===== config.mk =====
export PLATFORM = sky130hd
export DESIGN_NAME = tpt_timer
export DESIGN_NICKNAME = d
export VERILOG_FILES = /design/src/common/tpt_pkg.sv /design/src/verilog/tpt_timer.sv
export SDC_FILE = /design/constraint.sdc
export NUM_CORES = 1
export LEC_CHECK = 0
export ABC_CLOCK_PERIOD_IN_PS = 7500
export BUFFER_PORTS_ARGS = -buffer_cell sky130_fd_sc_hd__buf_2
export CAP_MARGIN = 20
export CORE_ASPECT_RATIO = 0.5
export CORE_MARGIN = 2
export CORE_UTILIZATION = 45
export DETAILED_ROUTE_END_ITERATION = 12
export SYNTH_ARGS = -nofsm -noshare
export SYNTH_HDL_FRONTEND = slang
export SYNTH_SLANG_ARGS = --single-unit
export TNS_END_PERCENT = 20

===== constraint.sdc =====
create_clock -name clk -period 7.5 [get_ports clk]
set_input_delay 1.5 -clock clk [delete_from_list [all_inputs] [get_ports clk]]
set_output_delay 1.5 -clock clk [all_outputs]
set_load 0.005 [all_outputs]

===== src/common/tpt_pkg.sv =====
// Package for the triggered pulse timer: register map, field positions,
// mode and edge encodings, and reset values.
// Assumes a 16-bit register port with byte-wide word indices.
package tpt_pkg;
    // Register word addresses
    localparam logic [7:0] ADDR_CTL0 = 8'h00;  // control_reg_zero
    localparam logic [7:0] ADDR_CTL1 = 8'h01;  // control_reg_one
    localparam logic [7:0] ADDR_IOC0 = 8'h02;  // io_control_reg_zero
    localparam logic [7:0] ADDR_IOC2 = 8'h03;  // io_control_reg_two
    localparam logic [7:0] ADDR_CYC = 8'h04;   // cycle_compare_reg
    localparam logic [7:0] ADDR_DUTY = 8'h05;  // duty_compare_reg
    localparam logic [7:0] ADDR_CNT = 8'h06;   // counter_readback_reg
    // Field positions
    localparam int CE_BIT = 7;       // count_enable_bit in control_reg_zero
    localparam int CKS_LSB = 0;      // count_clock_select_field, 3 bits
    localparam int EST_BIT = 6;      // software_trigger_bit in control_reg_one
    localparam int MD_LSB = 0;       // mode_select_field, 3 bits
    localparam int AUX_EN_BIT = 0;   // io_control_reg_zero fields
    localparam int AUX_INV_BIT = 1;
    localparam int PWM_EN_BIT = 2;
    localparam int PWM_INV_BIT = 3;
    localparam int ETS_LSB = 0;      // trigger edge select, 2 bits
    localparam int EES_LSB = 2;      // event edge select, 2 bits, stored only
    // Encodings
    localparam logic [2:0] MODE_TRIG_PWM = 3'h2;
    localparam logic [2:0] MODE_ONESHOT = 3'h3;
    localparam logic [1:0] EDGE_NONE = 2'h0;
    localparam logic [1:0] EDGE_RISE = 2'h1;
    localparam logic [1:0] EDGE_FALL = 2'h2;
    localparam logic [1:0] EDGE_BOTH = 2'h3;
    // Reset and special values
    localparam logic [15:0] CNT_IDLE = 16'h0000;
    localparam logic [15:0] CNT_WAIT = 16'hffff;
    localparam logic [15:0] CNT_ZERO = 16'h0000;
    localparam logic [15:0] CMP_RESET = 16'h0000;
    localparam logic [15:0] DUTY_ZERO = 16'h0000;
    localparam logic [15:0] RD_ZERO = 16'h0000;
    localparam logic [15:0] CNT_STEP = 16'h0001;
    localparam logic [7:0] PRE_ONE = 8'h01;
    localparam logic [7:0] PRE_ZERO = 8'h00;

    // Timer sequencing states
    typedef enum logic [2:0] {
        TPT_IDLE = 3'b001,
        TPT_WAIT = 3'b010,
        TPT_RUN = 3'b100
    } tpt_state_t;
endpackage


===== src/verilog/tpt_timer.sv =====
// Triggered pulse timer: triggered PWM and one-shot modes on a 16-bit counter
// with double-buffered compare values and a simple register port.
// Assumes all inputs are synchronous to clk; trigger pin is already clean.
//
// Summary of operation
// - Triggered PWM: period is cycle value plus one counts, width equals duty value.
// - After a duty write, both compares load into buffers at next counter clear.
// - Only a duty write arms the buffer reload; cycle write alone does not.
// - Duty zero gives 0% output; both interrupts fire at the clear after cycle match.
// - Duty equal to cycle plus one gives 100%; impossible with cycle FFFFH.
// - Trigger after duty match clears counter, asserts PWM output, keeps counting.
// - Trigger before duty match suppresses it, clears counter, output stays active.
// - Trigger after cycle match clears counter and keeps counting.
// - Trigger before cycle match suppresses it, clears counter, asserts output.
// - In triggered PWM the duty interrupt fires when count equals duty buffer.
// - Mode 011 is one-shot; enable waits for trigger, trigger yields one pulse.
// - One-shot: auxiliary output active while counting, inactive while waiting.
// - One-shot counts from 0000H up to the cycle value, stops at 0000H, ignores retriggers.
// - One-shot delay is duty counts; width is cycle minus duty plus one.
// - One-shot cycle interrupt on count after cycle match; duty on equal count.
// - Trigger is selected edge on trigger input or software trigger bit write.
// - Counter read-back register returns the live counter value.
// - Clock select accepted in the same write that sets the enable bit.
// - Mode 010 is triggered PWM; enable enters trigger wait before counting.
// - Trigger while counting in triggered PWM clears and restarts; PWM goes high, aux toggles.
//
// The plain strobed port and the placing of the registers are this design's own decisions.
module tpt_timer #(
    parameter int CNT_W = 16,
    parameter int PRE_W = 8
) (
    input wire logic clk,
    input wire logic rst,
    input wire logic [7:0] addr,
    input wire logic [15:0] wdata,
    input wire logic wr,
    input wire logic rd,
    output logic [15:0] rdata,
    input wire logic external_trigger_input,
    output logic pwm_timer_output,
    output logic aux_timer_output,
    output logic cycle_match_irq,
    output logic duty_match_irq,
    output logic oneshot_cycle_match_irq,
    output logic oneshot_duty_match_irq
);
    // Software registers
    logic ce, next_ce;
    logic [2:0] cks, next_cks;
    logic [2:0] mode, next_mode;
    logic [3:0] ioc0, next_ioc0;
    logic [3:0] ioc2, next_ioc2;
    logic [CNT_W-1:0] cyc_reg, next_cyc_reg;
    logic [CNT_W-1:0] duty_reg, next_duty_reg;
    // Timer state
    tpt_pkg::tpt_state_t state, next_state;
    logic [CNT_W-1:0] cnt, next_cnt;
    logic [CNT_W-1:0] cyc_buf, next_cyc_buf;
    logic [CNT_W-1:0] duty_buf, next_duty_buf;
    logic reload_pend, next_reload_pend;
    logic trig_pend, next_trig_pend;
    logic [PRE_W-1:0] pre, next_pre;
    logic trig_prev, next_trig_prev;
    logic pwm_lvl, next_pwm_lvl;
    logic aux_lvl, next_aux_lvl;
    logic next_pwm_pin, next_aux_pin;
    logic next_cyc_irq, next_duty_irq;
    logic [15:0] next_rdata;
    logic tick, trig_now, clear_now, match_cyc;
    logic [CNT_W-1:0] cnt_inc;
    logic [CNT_W-1:0] clr_duty;

    // Selected valid edge on the trigger pin
    function automatic logic edge_hit(input logic [1:0] sel, input logic prev, input logic cur);
        case (sel)
            tpt_pkg::EDGE_RISE: edge_hit = cur & ~prev;
            tpt_pkg::EDGE_FALL: edge_hit = ~cur & prev;
            tpt_pkg::EDGE_BOTH: edge_hit = cur ^ prev;
            default: edge_hit = 1'b0;
        endcase
    endfunction

    // Count clock tick: divide clk by 2 to the power of the clock select
    function automatic logic pre_done(input logic [PRE_W-1:0] p, input logic [2:0] sel);
        logic [PRE_W-1:0] lim;
        lim = PRE_W'((1 << sel) - 1);
        pre_done = (p >= lim);
    endfunction

    // Next-value logic for registers, counter, buffers and outputs
    always_comb begin
        next_ce = ce;
        next_cks = cks;
        next_mode = mode;
        next_ioc0 = ioc0;
        next_ioc2 = ioc2;
        next_cyc_reg = cyc_reg;
        next_duty_reg = duty_reg;
        next_state = state;
        next_cnt = cnt;
        next_cyc_buf = cyc_buf;
        next_duty_buf = duty_buf;
        next_reload_pend = reload_pend;
        next_trig_pend = trig_pend;
        next_pre = pre;
        next_trig_prev = external_trigger_input;
        next_pwm_lvl = pwm_lvl;
        next_aux_lvl = aux_lvl;
        next_cyc_irq = 1'b0;
        next_duty_irq = 1'b0;
        next_rdata = tpt_pkg::RD_ZERO;
        tick = 1'b0;
        clear_now = 1'b0;
        match_cyc = 1'b0;
        cnt_inc = cnt + tpt_pkg::CNT_STEP;
        // Duty value in force after a clear in this cycle, pending reload included
        clr_duty = reload_pend ? duty_reg : duty_buf;
        // Pin edge or software trigger bit written as one
        trig_now = edge_hit(ioc2[tpt_pkg::ETS_LSB +: 2], trig_prev, external_trigger_input);
        if (wr && addr == tpt_pkg::ADDR_CTL1 && wdata[tpt_pkg::EST_BIT]) begin
            trig_now = 1'b1;
        end

        // Register writes
        if (wr) begin
            case (addr)
                tpt_pkg::ADDR_CTL0: begin
                    next_ce = wdata[tpt_pkg::CE_BIT];
                    next_cks = wdata[tpt_pkg::CKS_LSB +: 3];
                end
                tpt_pkg::ADDR_CTL1: next_mode = wdata[tpt_pkg::MD_LSB +: 3];
                tpt_pkg::ADDR_IOC0: next_ioc0 = wdata[3:0];
                tpt_pkg::ADDR_IOC2: next_ioc2 = wdata[3:0];
                tpt_pkg::ADDR_CYC: next_cyc_reg = wdata[CNT_W-1:0];
                tpt_pkg::ADDR_DUTY: begin
                    next_duty_reg = wdata[CNT_W-1:0];
                    next_reload_pend = 1'b1;
                end
                default: ;
            endcase
        end

        // Register reads, answered in the next cycle
        if (rd) begin
            case (addr)
                tpt_pkg::ADDR_CTL0: next_rdata = 16'({ce, 4'h0, cks});
                tpt_pkg::ADDR_CTL1: next_rdata = 16'(mode);
                tpt_pkg::ADDR_IOC0: next_rdata = 16'(ioc0);
                tpt_pkg::ADDR_IOC2: next_rdata = 16'(ioc2);
                tpt_pkg::ADDR_CYC: next_rdata = 16'(cyc_reg);
                tpt_pkg::ADDR_DUTY: next_rdata = 16'(duty_reg);
                tpt_pkg::ADDR_CNT: next_rdata = 16'(cnt);
                default: next_rdata = tpt_pkg::RD_ZERO;
            endcase
        end

        // Count clock prescaler runs only in the run state, not while waiting for a trigger
        if (state == tpt_pkg::TPT_RUN) begin
            if (pre_done(pre, cks)) begin
                tick = 1'b1;
                next_pre = tpt_pkg::PRE_ZERO[PRE_W-1:0];
            end else begin
                next_pre = pre + tpt_pkg::PRE_ONE[PRE_W-1:0];
            end
        end else begin
            next_pre = tpt_pkg::PRE_ZERO[PRE_W-1:0];
        end

        // While running in triggered PWM, triggers are held until the next count tick; a new one wins over consume
        if (trig_now) begin
            next_trig_pend = 1'b1;
        end

        case (state)
            tpt_pkg::TPT_IDLE: begin
                next_trig_pend = 1'b0;
                if (ce) begin
                    // Enable enters trigger wait with freshly loaded buffers
                    next_state = tpt_pkg::TPT_WAIT;
                    next_cnt = tpt_pkg::CNT_WAIT;
                    next_cyc_buf = cyc_reg;
                    next_duty_buf = duty_reg;
                    next_reload_pend = wr && addr == tpt_pkg::ADDR_DUTY;
                end
            end
            tpt_pkg::TPT_WAIT: begin
                if (trig_now) begin
                    // Counter goes to 0000H on the trigger, from FFFFH after enable or staying 0000H after a one-shot pulse
                    next_state = tpt_pkg::TPT_RUN;
                    next_trig_pend = 1'b0;
                    clear_now = 1'b1;
                    if (mode == tpt_pkg::MODE_ONESHOT) begin
                        next_aux_lvl = 1'b1;
                        next_pwm_lvl = (clr_duty == tpt_pkg::DUTY_ZERO);
                        next_duty_irq = (clr_duty == tpt_pkg::DUTY_ZERO);
                    end else begin
                        next_aux_lvl = ~aux_lvl;
                        next_pwm_lvl = (clr_duty != tpt_pkg::DUTY_ZERO);
                    end
                end
            end
            tpt_pkg::TPT_RUN: begin
                match_cyc = (cnt == cyc_buf);
                if (mode == tpt_pkg::MODE_ONESHOT) begin
                    next_trig_pend = 1'b0;
                    if (tick) begin
                        if (match_cyc) begin
                            // Pulse over: clear, stop and wait for the next trigger
                            clear_now = 1'b1;
                            next_state = tpt_pkg::TPT_WAIT;
                            next_pwm_lvl = 1'b0;
                            next_aux_lvl = 1'b0;
                            next_cyc_irq = 1'b1;
                        end else begin
                            next_cnt = cnt_inc;
                            if (cnt_inc == duty_buf) begin
                                next_pwm_lvl = 1'b1;
                                next_duty_irq = 1'b1;
                            end
                        end
                    end
                end else if (tick) begin
                    if (trig_pend) begin
                        // Restart: both pending matches this tick are dropped
                        next_trig_pend = trig_now;
                        clear_now = 1'b1;
                        next_aux_lvl = ~aux_lvl;
                        next_pwm_lvl = (clr_duty != tpt_pkg::DUTY_ZERO);
                    end else if (match_cyc) begin
                        // Period end one count after the cycle match
                        clear_now = 1'b1;
                        next_cyc_irq = 1'b1;
                        next_aux_lvl = ~aux_lvl;
                        next_pwm_lvl = (clr_duty != tpt_pkg::DUTY_ZERO);
                        next_duty_irq = (clr_duty == tpt_pkg::DUTY_ZERO);
                    end else begin
                        next_cnt = cnt_inc;
                        if (cnt_inc == duty_buf) begin
                            next_pwm_lvl = 1'b0;
                            next_duty_irq = 1'b1;
                        end
                    end
                end
            end
            default: next_state = tpt_pkg::TPT_IDLE;
        endcase

        // Clearing the counter takes pending compare values into the buffers
        if (clear_now) begin
            next_cnt = tpt_pkg::CNT_ZERO;
            if (reload_pend) begin
                next_cyc_buf = cyc_reg;
                next_duty_buf = duty_reg;
                next_reload_pend = wr && addr == tpt_pkg::ADDR_DUTY;
            end
        end

        // Disable overrides everything and parks the timer
        if (!ce) begin
            next_state = tpt_pkg::TPT_IDLE;
            next_cnt = tpt_pkg::CNT_IDLE;
            next_pwm_lvl = 1'b0;
            next_aux_lvl = 1'b0;
            next_trig_pend = 1'b0;
            next_cyc_irq = 1'b0;
            next_duty_irq = 1'b0;
        end

        // Pin levels with enable and polarity
        next_aux_pin = next_ioc0[tpt_pkg::AUX_EN_BIT] & (next_aux_lvl ^ next_ioc0[tpt_pkg::AUX_INV_BIT]);
        next_pwm_pin = next_ioc0[tpt_pkg::PWM_EN_BIT] & (next_pwm_lvl ^ next_ioc0[tpt_pkg::PWM_INV_BIT]);
    end

    // State registers
    always_ff @(posedge clk) begin
        if (rst) begin
            ce <= 1'b0;
            cks <= 3'h0;
            mode <= 3'h0;
            ioc0 <= 4'h0;
            ioc2 <= 4'h0;
            cyc_reg <= tpt_pkg::CMP_RESET;
            duty_reg <= tpt_pkg::CMP_RESET;
            state <= tpt_pkg::TPT_IDLE;
            cnt <= tpt_pkg::CNT_IDLE;
            cyc_buf <= tpt_pkg::CMP_RESET;
            duty_buf <= tpt_pkg::CMP_RESET;
            reload_pend <= 1'b0;
            trig_pend <= 1'b0;
            pre <= tpt_pkg::PRE_ZERO[PRE_W-1:0];
            trig_prev <= 1'b0;
            pwm_lvl <= 1'b0;
            aux_lvl <= 1'b0;
            pwm_timer_output <= 1'b0;
            aux_timer_output <= 1'b0;
            cycle_match_irq <= 1'b0;
            duty_match_irq <= 1'b0;
            oneshot_cycle_match_irq <= 1'b0;
            oneshot_duty_match_irq <= 1'b0;
            rdata <= tpt_pkg::RD_ZERO;
        end else begin
            ce <= next_ce;
            cks <= next_cks;
            mode <= next_mode;
            ioc0 <= next_ioc0;
            ioc2 <= next_ioc2;
            cyc_reg <= next_cyc_reg;
            duty_reg <= next_duty_reg;
            state <= next_state;
            cnt <= next_cnt;
            cyc_buf <= next_cyc_buf;
            duty_buf <= next_duty_buf;
            reload_pend <= next_reload_pend;
            trig_pend <= next_trig_pend;
            pre <= next_pre;
            trig_prev <= next_trig_prev;
            pwm_lvl <= next_pwm_lvl;
            aux_lvl <= next_aux_lvl;
            pwm_timer_output <= next_pwm_pin;
            aux_timer_output <= next_aux_pin;
            cycle_match_irq <= next_cyc_irq && mode != tpt_pkg::MODE_ONESHOT;
            duty_match_irq <= next_duty_irq && mode != tpt_pkg::MODE_ONESHOT;
            oneshot_cycle_match_irq <= next_cyc_irq && mode == tpt_pkg::MODE_ONESHOT;
            oneshot_duty_match_irq <= next_duty_irq && mode == tpt_pkg::MODE_ONESHOT;
            rdata <= next_rdata;
        end
    end
endmodule // tpt_timer


Word-level counts from Yosys, hierarchy flattened

Index checks and enable logic that the tools add are counted.

Flip-flop bits (word level): 133
Bits of input ports: 29
Word-level logic and storage cells: 169

Add/sub/neg operators: 3
$lt $le $gt $ge: 1
Equal/unequal tests: 21
Shifts and indexed selects: 1
Mux-type cells: 84
Bitwise operators: 13
Reduce and logical (&&, ||, !) cells: 22

Operators by type and width:

| kind                                                   | count |
|---|---|
| 2-to-1 mux 16 bit                                      | 14 |
| one-hot mux 16 bit (7 select lines)                    | 1 |
| 2-to-1 mux 1 bit                                       | 55 |
| equality test 16 bit                                   | 2 |
| one-hot mux 16 bit (2 select lines)                    | 1 |
| equality test 8 x 3 -> 1 bit (second input constant)   | 3 |
| adder 16 x 1 -> 16 bit (second input constant)         | 1 |
| equality test 8 x 2 -> 1 bit (second input constant)   | 2 |
| logical NOT 16 bit                                     | 1 |
| nonzero test 16 bit                                    | 1 |
| 2-to-1 mux 3 bit                                       | 4 |
| AND reduction 2 bit                                    | 5 |
| one-hot mux 3 bit (3 select lines)                     | 1 |
| adder 8 x 1 -> 8 bit (second input constant)           | 1 |
| equality test 8 x 1 -> 1 bit (second input constant)   | 1 |
| greater-or-equal comparator 8 bit                      | 1 |
| logical NOT 8 bit                                      | 1 |
| 2-to-1 mux 4 bit                                       | 2 |
| one-hot mux 1 bit (2 select lines)                     | 4 |
| << shifter 1 x 3 -> 8 bit (first input constant)       | 1 |
| subtractor 8 x 2 -> 8 bit (second input constant)      | 1 |
| logical AND 1 bit                                      | 7 |
| equality test 3 x 2 -> 1 bit (second input constant)   | 2 |
| inequality test 3 x 2 -> 1 bit (second input constant) | 2 |
| other kinds (15)                                       | 31 |

Logic depth before layout (Yosys ltp)

Word-level depth: 11
Depth in mapped cells: 12

Least setup slack after synthesis

Ideal clock, no wire load.

Path kind: input to register
Start point: in external_trigger_input
End point: reg pwm_timer_output
Data arrival time: 3632 ps
Data required time: 7373 ps
Slack: 3741 ps
Cell stages on the path: 10
Path buffers: 0
Path through: inv_1 > ha_1 > nand2b_1 > a21boi_0 > a311oi_1 > mux2i_1 > a211o_1 > o31ai_1 > nor3_1 > or3b_1

Longest elaborated chain between the ends: 9

Ends and longest elaborated chain:

| what                                 | line             | text |
|---|---|---|
| start, declared                      | tpt_timer.sv:39  | `input wire logic external_trigger_input,` |
| NOT 1 bit                            | tpt_timer.sv:77  | `tpt_pkg::EDGE_FALL: edge_hit = ~cur & prev;` |
| AND 1 bit                            | tpt_timer.sv:77  |  |
| one-hot mux 1 bit (3 select lines) * | tpt_timer.sv:75  | `case (sel)` |
| 2-to-1 mux 1 bit *                   | tpt_timer.sv:120 | `if (wr && addr == tpt_pkg::ADDR_CTL1 && wdata[tpt_pkg::EST_BIT]) begin` |
| 2-to-1 mux 1 bit *                   | tpt_timer.sv:187 | `if (trig_now) begin` |
| one-hot mux 1 bit (2 select lines) * | tpt_timer.sv:174 | `case (state)` |
| 2-to-1 mux 1 bit *                   | tpt_timer.sv:259 | `if (!ce) begin` |
| bitwise XOR 1 bit *                  | tpt_timer.sv:271 | `next_pwm_pin = next_ioc0[tpt_pkg::PWM_EN_BIT] & (next_pwm_lvl ^ next_ioc0[tpt_pkg::PWM_INV_BIT]);` |
| AND 1 bit *                          | tpt_timer.sv:271 |  |
| end signal, assigned                 | tpt_timer.sv:319 | `pwm_timer_output <= next_pwm_pin;` |
| end, declared                        | tpt_timer.sv:40  | `output logic pwm_timer_output,` |

Every way passes the cells marked *; elsewhere a longest branch is shown, timed or not.
A chain may end at the register's enable or synchronous reset.

Worst setup path in the final report

Start point: in addr[1]
End point: reg pwm_timer_output

Longest elaborated chain between the ends: 9

Ends and longest elaborated chain:

| what                               | line             | text |
|---|---|---|
| start, declared                    | tpt_timer.sv:34  | `input wire logic [7:0] addr,` |
| equality test 8 x 1 -> 1 bit       | tpt_timer.sv:120 |  |
| logical AND 1 bit (2 in a row)     | tpt_timer.sv:120 |  |
| 2-to-1 mux 1 bit                   | tpt_timer.sv:120 |  |
| 2-to-1 mux 1 bit                   | tpt_timer.sv:187 |  |
| one-hot mux 1 bit (2 select lines) | tpt_timer.sv:174 |  |
| 2-to-1 mux 1 bit                   | tpt_timer.sv:259 |  |
| bitwise XOR 1 bit                  | tpt_timer.sv:271 |  |
| AND 1 bit *                        | tpt_timer.sv:271 |  |

Marked as above.

==> results.py <==
metrics = {
    "grt": {
        "use_met3_pct": 4.82,
        "grt_pass1_wl_mm": 29.9,
        "busiest_layer": "met2",
        "track_usage_pct": 23.5,
        "antenna_found_initial": 0,
        "grt_pass1_vias": 5508,
        "grt_use_met2_pct": 34.9,
        "use_met1_pct": 34.5,
        "grt_start_max_net_pins": 55,
        "overflow": 0,
    },
    "route": {
        "drt-total-wl_mm": 18.3,
        "drc_errors": 0,
        "wl_per_cell_um": 17.6,
        "num_vias": 5942,
        "detail_route.first_pass.iterations": 7,
        "drt_iter0_markers": 348,
        "detail-route-antenna-nets": 0,
        "viasPerCell": 5.71,
    },
    "layout": {
        "syn_to_final_growth_pct": 13.0,
        "layout.cells.non_filler": 1040,
        "drive_gt1_share_pct": 12.7,
        "nNetsFinal": 872,
        "num-fill-cells": 1406,
        "multi_input_area_mm2": 0.00389,
        "diodes": 0,
        "final-seq-area_mm2": 0.00266,
    },
    "clock_tree": {
        "clkTransAtPathRegs_ps": 60,
        "cts_tree": "done",
        "clk_latency_ps": 420,
        "cts_inserted_buffers": 17,
        "postCtsSetupBuffers": 0,
        "root_buffer": "clkbuf_16",
        "cts.repair.resized": 0,
        "cts_sinks": 133,
        "clockBufferDepth": 2,
        "hold_buffers": 0,
        "cts.htree.levels": 4,
    },
    "sta": {
        "slew_headroom_pct": 37.8,
        "layout_setup_ws_ps": 3400,
        "fmax_ghz": 0.244,
        "fin_tns_setup_ps": 0,
        "grt_setup_unrepaired": "no",
        "hold_viol_final": 0,
        "slew_violations": 0,
        "worst_slew_pin_slew_ps": 931,
        "setup_viol": 0,
        "fin_crit_sh_pct": 54.7,
        "hold_ws_ps": 480,
        "fin_worst_skew_ps": 15.9,
        "fin_crit_ps": 4100,
    },
    "pwr": {
        "power_mw": 1.58,
        "powerDensity_mw_per_mm2": 205,
        "max-vdd-ir-drop_mv": 0.176,
        "p_leak_nw": 3.12,
    },
    "critical_path": {
        "slowest_stage": "nor2b_1",
        "critPathRequiredTime_ps": 7790,
        "start_kind": "primary input",
        "cp_slowest_stage_delay_ps": 810,
        "critPathCaptureType": "register",
        "path_buf_inv": 1,
        "crit_chain": "buf_2 -> nor2b_1 -> and3b_1 -> mux2i_1 -> nor3_1 -> nor3b_1 -> a221oi_2 -> or3b_1",
        "critPathTopFamily": "simple AND/OR/NAND/NOR gates",
        "arrival_ps": 4400,
        "critPathKind": "in -> reg",
        "critPathMaxFanout": 24,
    },
    "run_status": {
        "status": "complete, no violations",
    },
    "logic_synthesis": {
        "synth_ff_type": "dfxtp_1",
        "ys_seq_area_share_pct": 38.9,
        "synth_top_area_cell": "dfxtp_1",
        "async_reset_ff_share_pct": 0,
        "syn_avg_cell_area_um2": 8.44,
        "ys_seq_elements": 133,
        "post_synth_num_cell_types": 65,
        "yosysWarnings": 0,
        "netlist_instances": 810,
        "synth_top_area_share_pct": 38.9,
        "synth_area_leaders": "dfxtp_1, mux2i_1, nor2_1",
        "synth_area_mm2": 0.00684,
        "synth_edf_count": 0,
        "synth_nets": 853,
    },
    "placement": {
        "hpwl_mm": 13.0,
        "dp_cells": 1008,
        "port-buffer-count": 50,
        "gp_congestion": 0.851,
        "place_ws_ps": 3080,
    },
    "floorplan": {
        "pin_count": 51,
        "std_cell_rows": 31,
        "die_h_um": 91.2,
        "fp.dieW_um": 178,
        "dieArea_mm2": 0.0163,
        "coreArea_mm2": 0.0147,
        "start_util_pct": 46.6,
    },
    "flow_run": {
        "maxCapViolations": 0,
    },
    "worst_hold_path": {
        "hold_path.class": "reg -> reg",
    },
}
==> Yosys cell counts (all sizes together), types with 3 or more instances <==
| master | instances |
|---|---|
| o21ai | 18 |
| a311oi | 12 |
| mux2i | 74 |
| buf | 21 |
| clkbuf | 35 |
| a211oi | 8 |
| nor4 | 16 |
| nand2 | 84 |
| nand3 | 26 |
| a21oi | 66 |
| inv | 11 |
| and3 | 8 |
| or4 | 3 |
| nor3 | 15 |
| nor4b | 3 |
| nand4 | 11 |
| nor2b | 10 |
| a22oi | 5 |
| a211o | 4 |
| dfxtp | 133 |
| xnor2 | 20 |
| ha | 14 |
| xor2 | 25 |
| a221oi | 4 |
| or2 | 5 |
| a41o | 3 |
| nor2 | 126 |
| or3 | 7 |
| nand2b | 8 |
| a31oi | 4 |
==> power breakdown <==
part	leakage (nW)	switching, mW	internal (mW)
Combinational	1.77	0.0292	0.0125
Clock	0.286	0.325	0.506
Sequential	1.07	0.000738	0.707
Total	3.12	0.354	1.23
==> through the flow <==
step | instance area [um^2] | utilization (%)
2_1_floorplan | 6840 | -
3_5_place_dp | 7140 | 48.7
6_report | 7720 | 52.7
4_1_cts | 7720 | 52.7
5_1_grt | 7720 | 52.7
3_3_place_gp | 7130 | 48.6
==> layout by cell type, fill, tap and decap left out, types with 6 or more instances in the layout <==
cell type  synthesis  final
clkbuf_16          0     17
ha_1              14     14
nand4_1           10     10
nor2_1           126    126
nor2b_1           10     10
or3_1              6      6
dfxtp_1          133    133
mux2i_1           74     74
inv_1             11     11
buf_2             12     50
and3_1             8      8
nand2b_1           8      8
nand3_1           23     23
xor2_1            25     25
a311oi_1          12     12
a211oi_1           8      8
nor4_1            15     15
xnor2_1           20     20
a21oi_1           66     66
nand2_1           84     84
nor3_1            14     14
o21ai_0           17     17
==> kinds of logic after synthesis <==
kind of cell	Yosys count	share of synthesized area (%)
buf+inv	67	4.36
flops	133	38.9
simple gates	333	23.5
mux	78	11.8
other cells	1	0.0549
fa+ha+maj	14	2.56
compound gates	139	13.0
xor+xnor	45	5.77
==> final cells by class <==
cell class	instances	area share [%]
Clock inverter	12	1.64
Timing Repair Buffer	56	3.92
Tap cell	198	3.21
Clock buffer	20	5.91
Inverter	11	0.534
Sequential cell	133	34.5
Multi-Input combinational cell	610	50.3
==> worst register-to-register path: cells and delay by family (launching register included) <==
kind | cells | cell delay [ps]
AOI/OAI and AO/OA | 4 | 1090
adders and majority gates | 1 | 380
DFF | 1 | 650
and+or+nand+nor | 4 | 1600
==> per-layer routing <==
layer	part of all wire [%]	vias up	wire (um)
met4	0.87	0	159
met1	50	2859	9220
met5	0	-	0
met3	6.2	13	1130
met2	43	180	7810
li1	-	2890	-
==> final timing paths <==
| check | from | endpoint | slack (ps) | cells after the start |
|---|---|---|---|---|
| worst max register to register | cnt[0]$_SDFFE_PP0P_ | pwm_timer_output$_SDFF_PP0_ | 3660 | 9 |
| worst min register to register | mode[0]$_SDFFE_PP0P_ | mode[0]$_SDFFE_PP0P_ | 480 | 2 |
| worst max-delay path | addr[1] | pwm_timer_output$_SDFF_PP0_ | 3400 | 8 |
| worst min-delay path | mode[0]$_SDFFE_PP0P_ | mode[0]$_SDFFE_PP0P_ | 480 | 2 |
(Power assumes the default switching activity.)
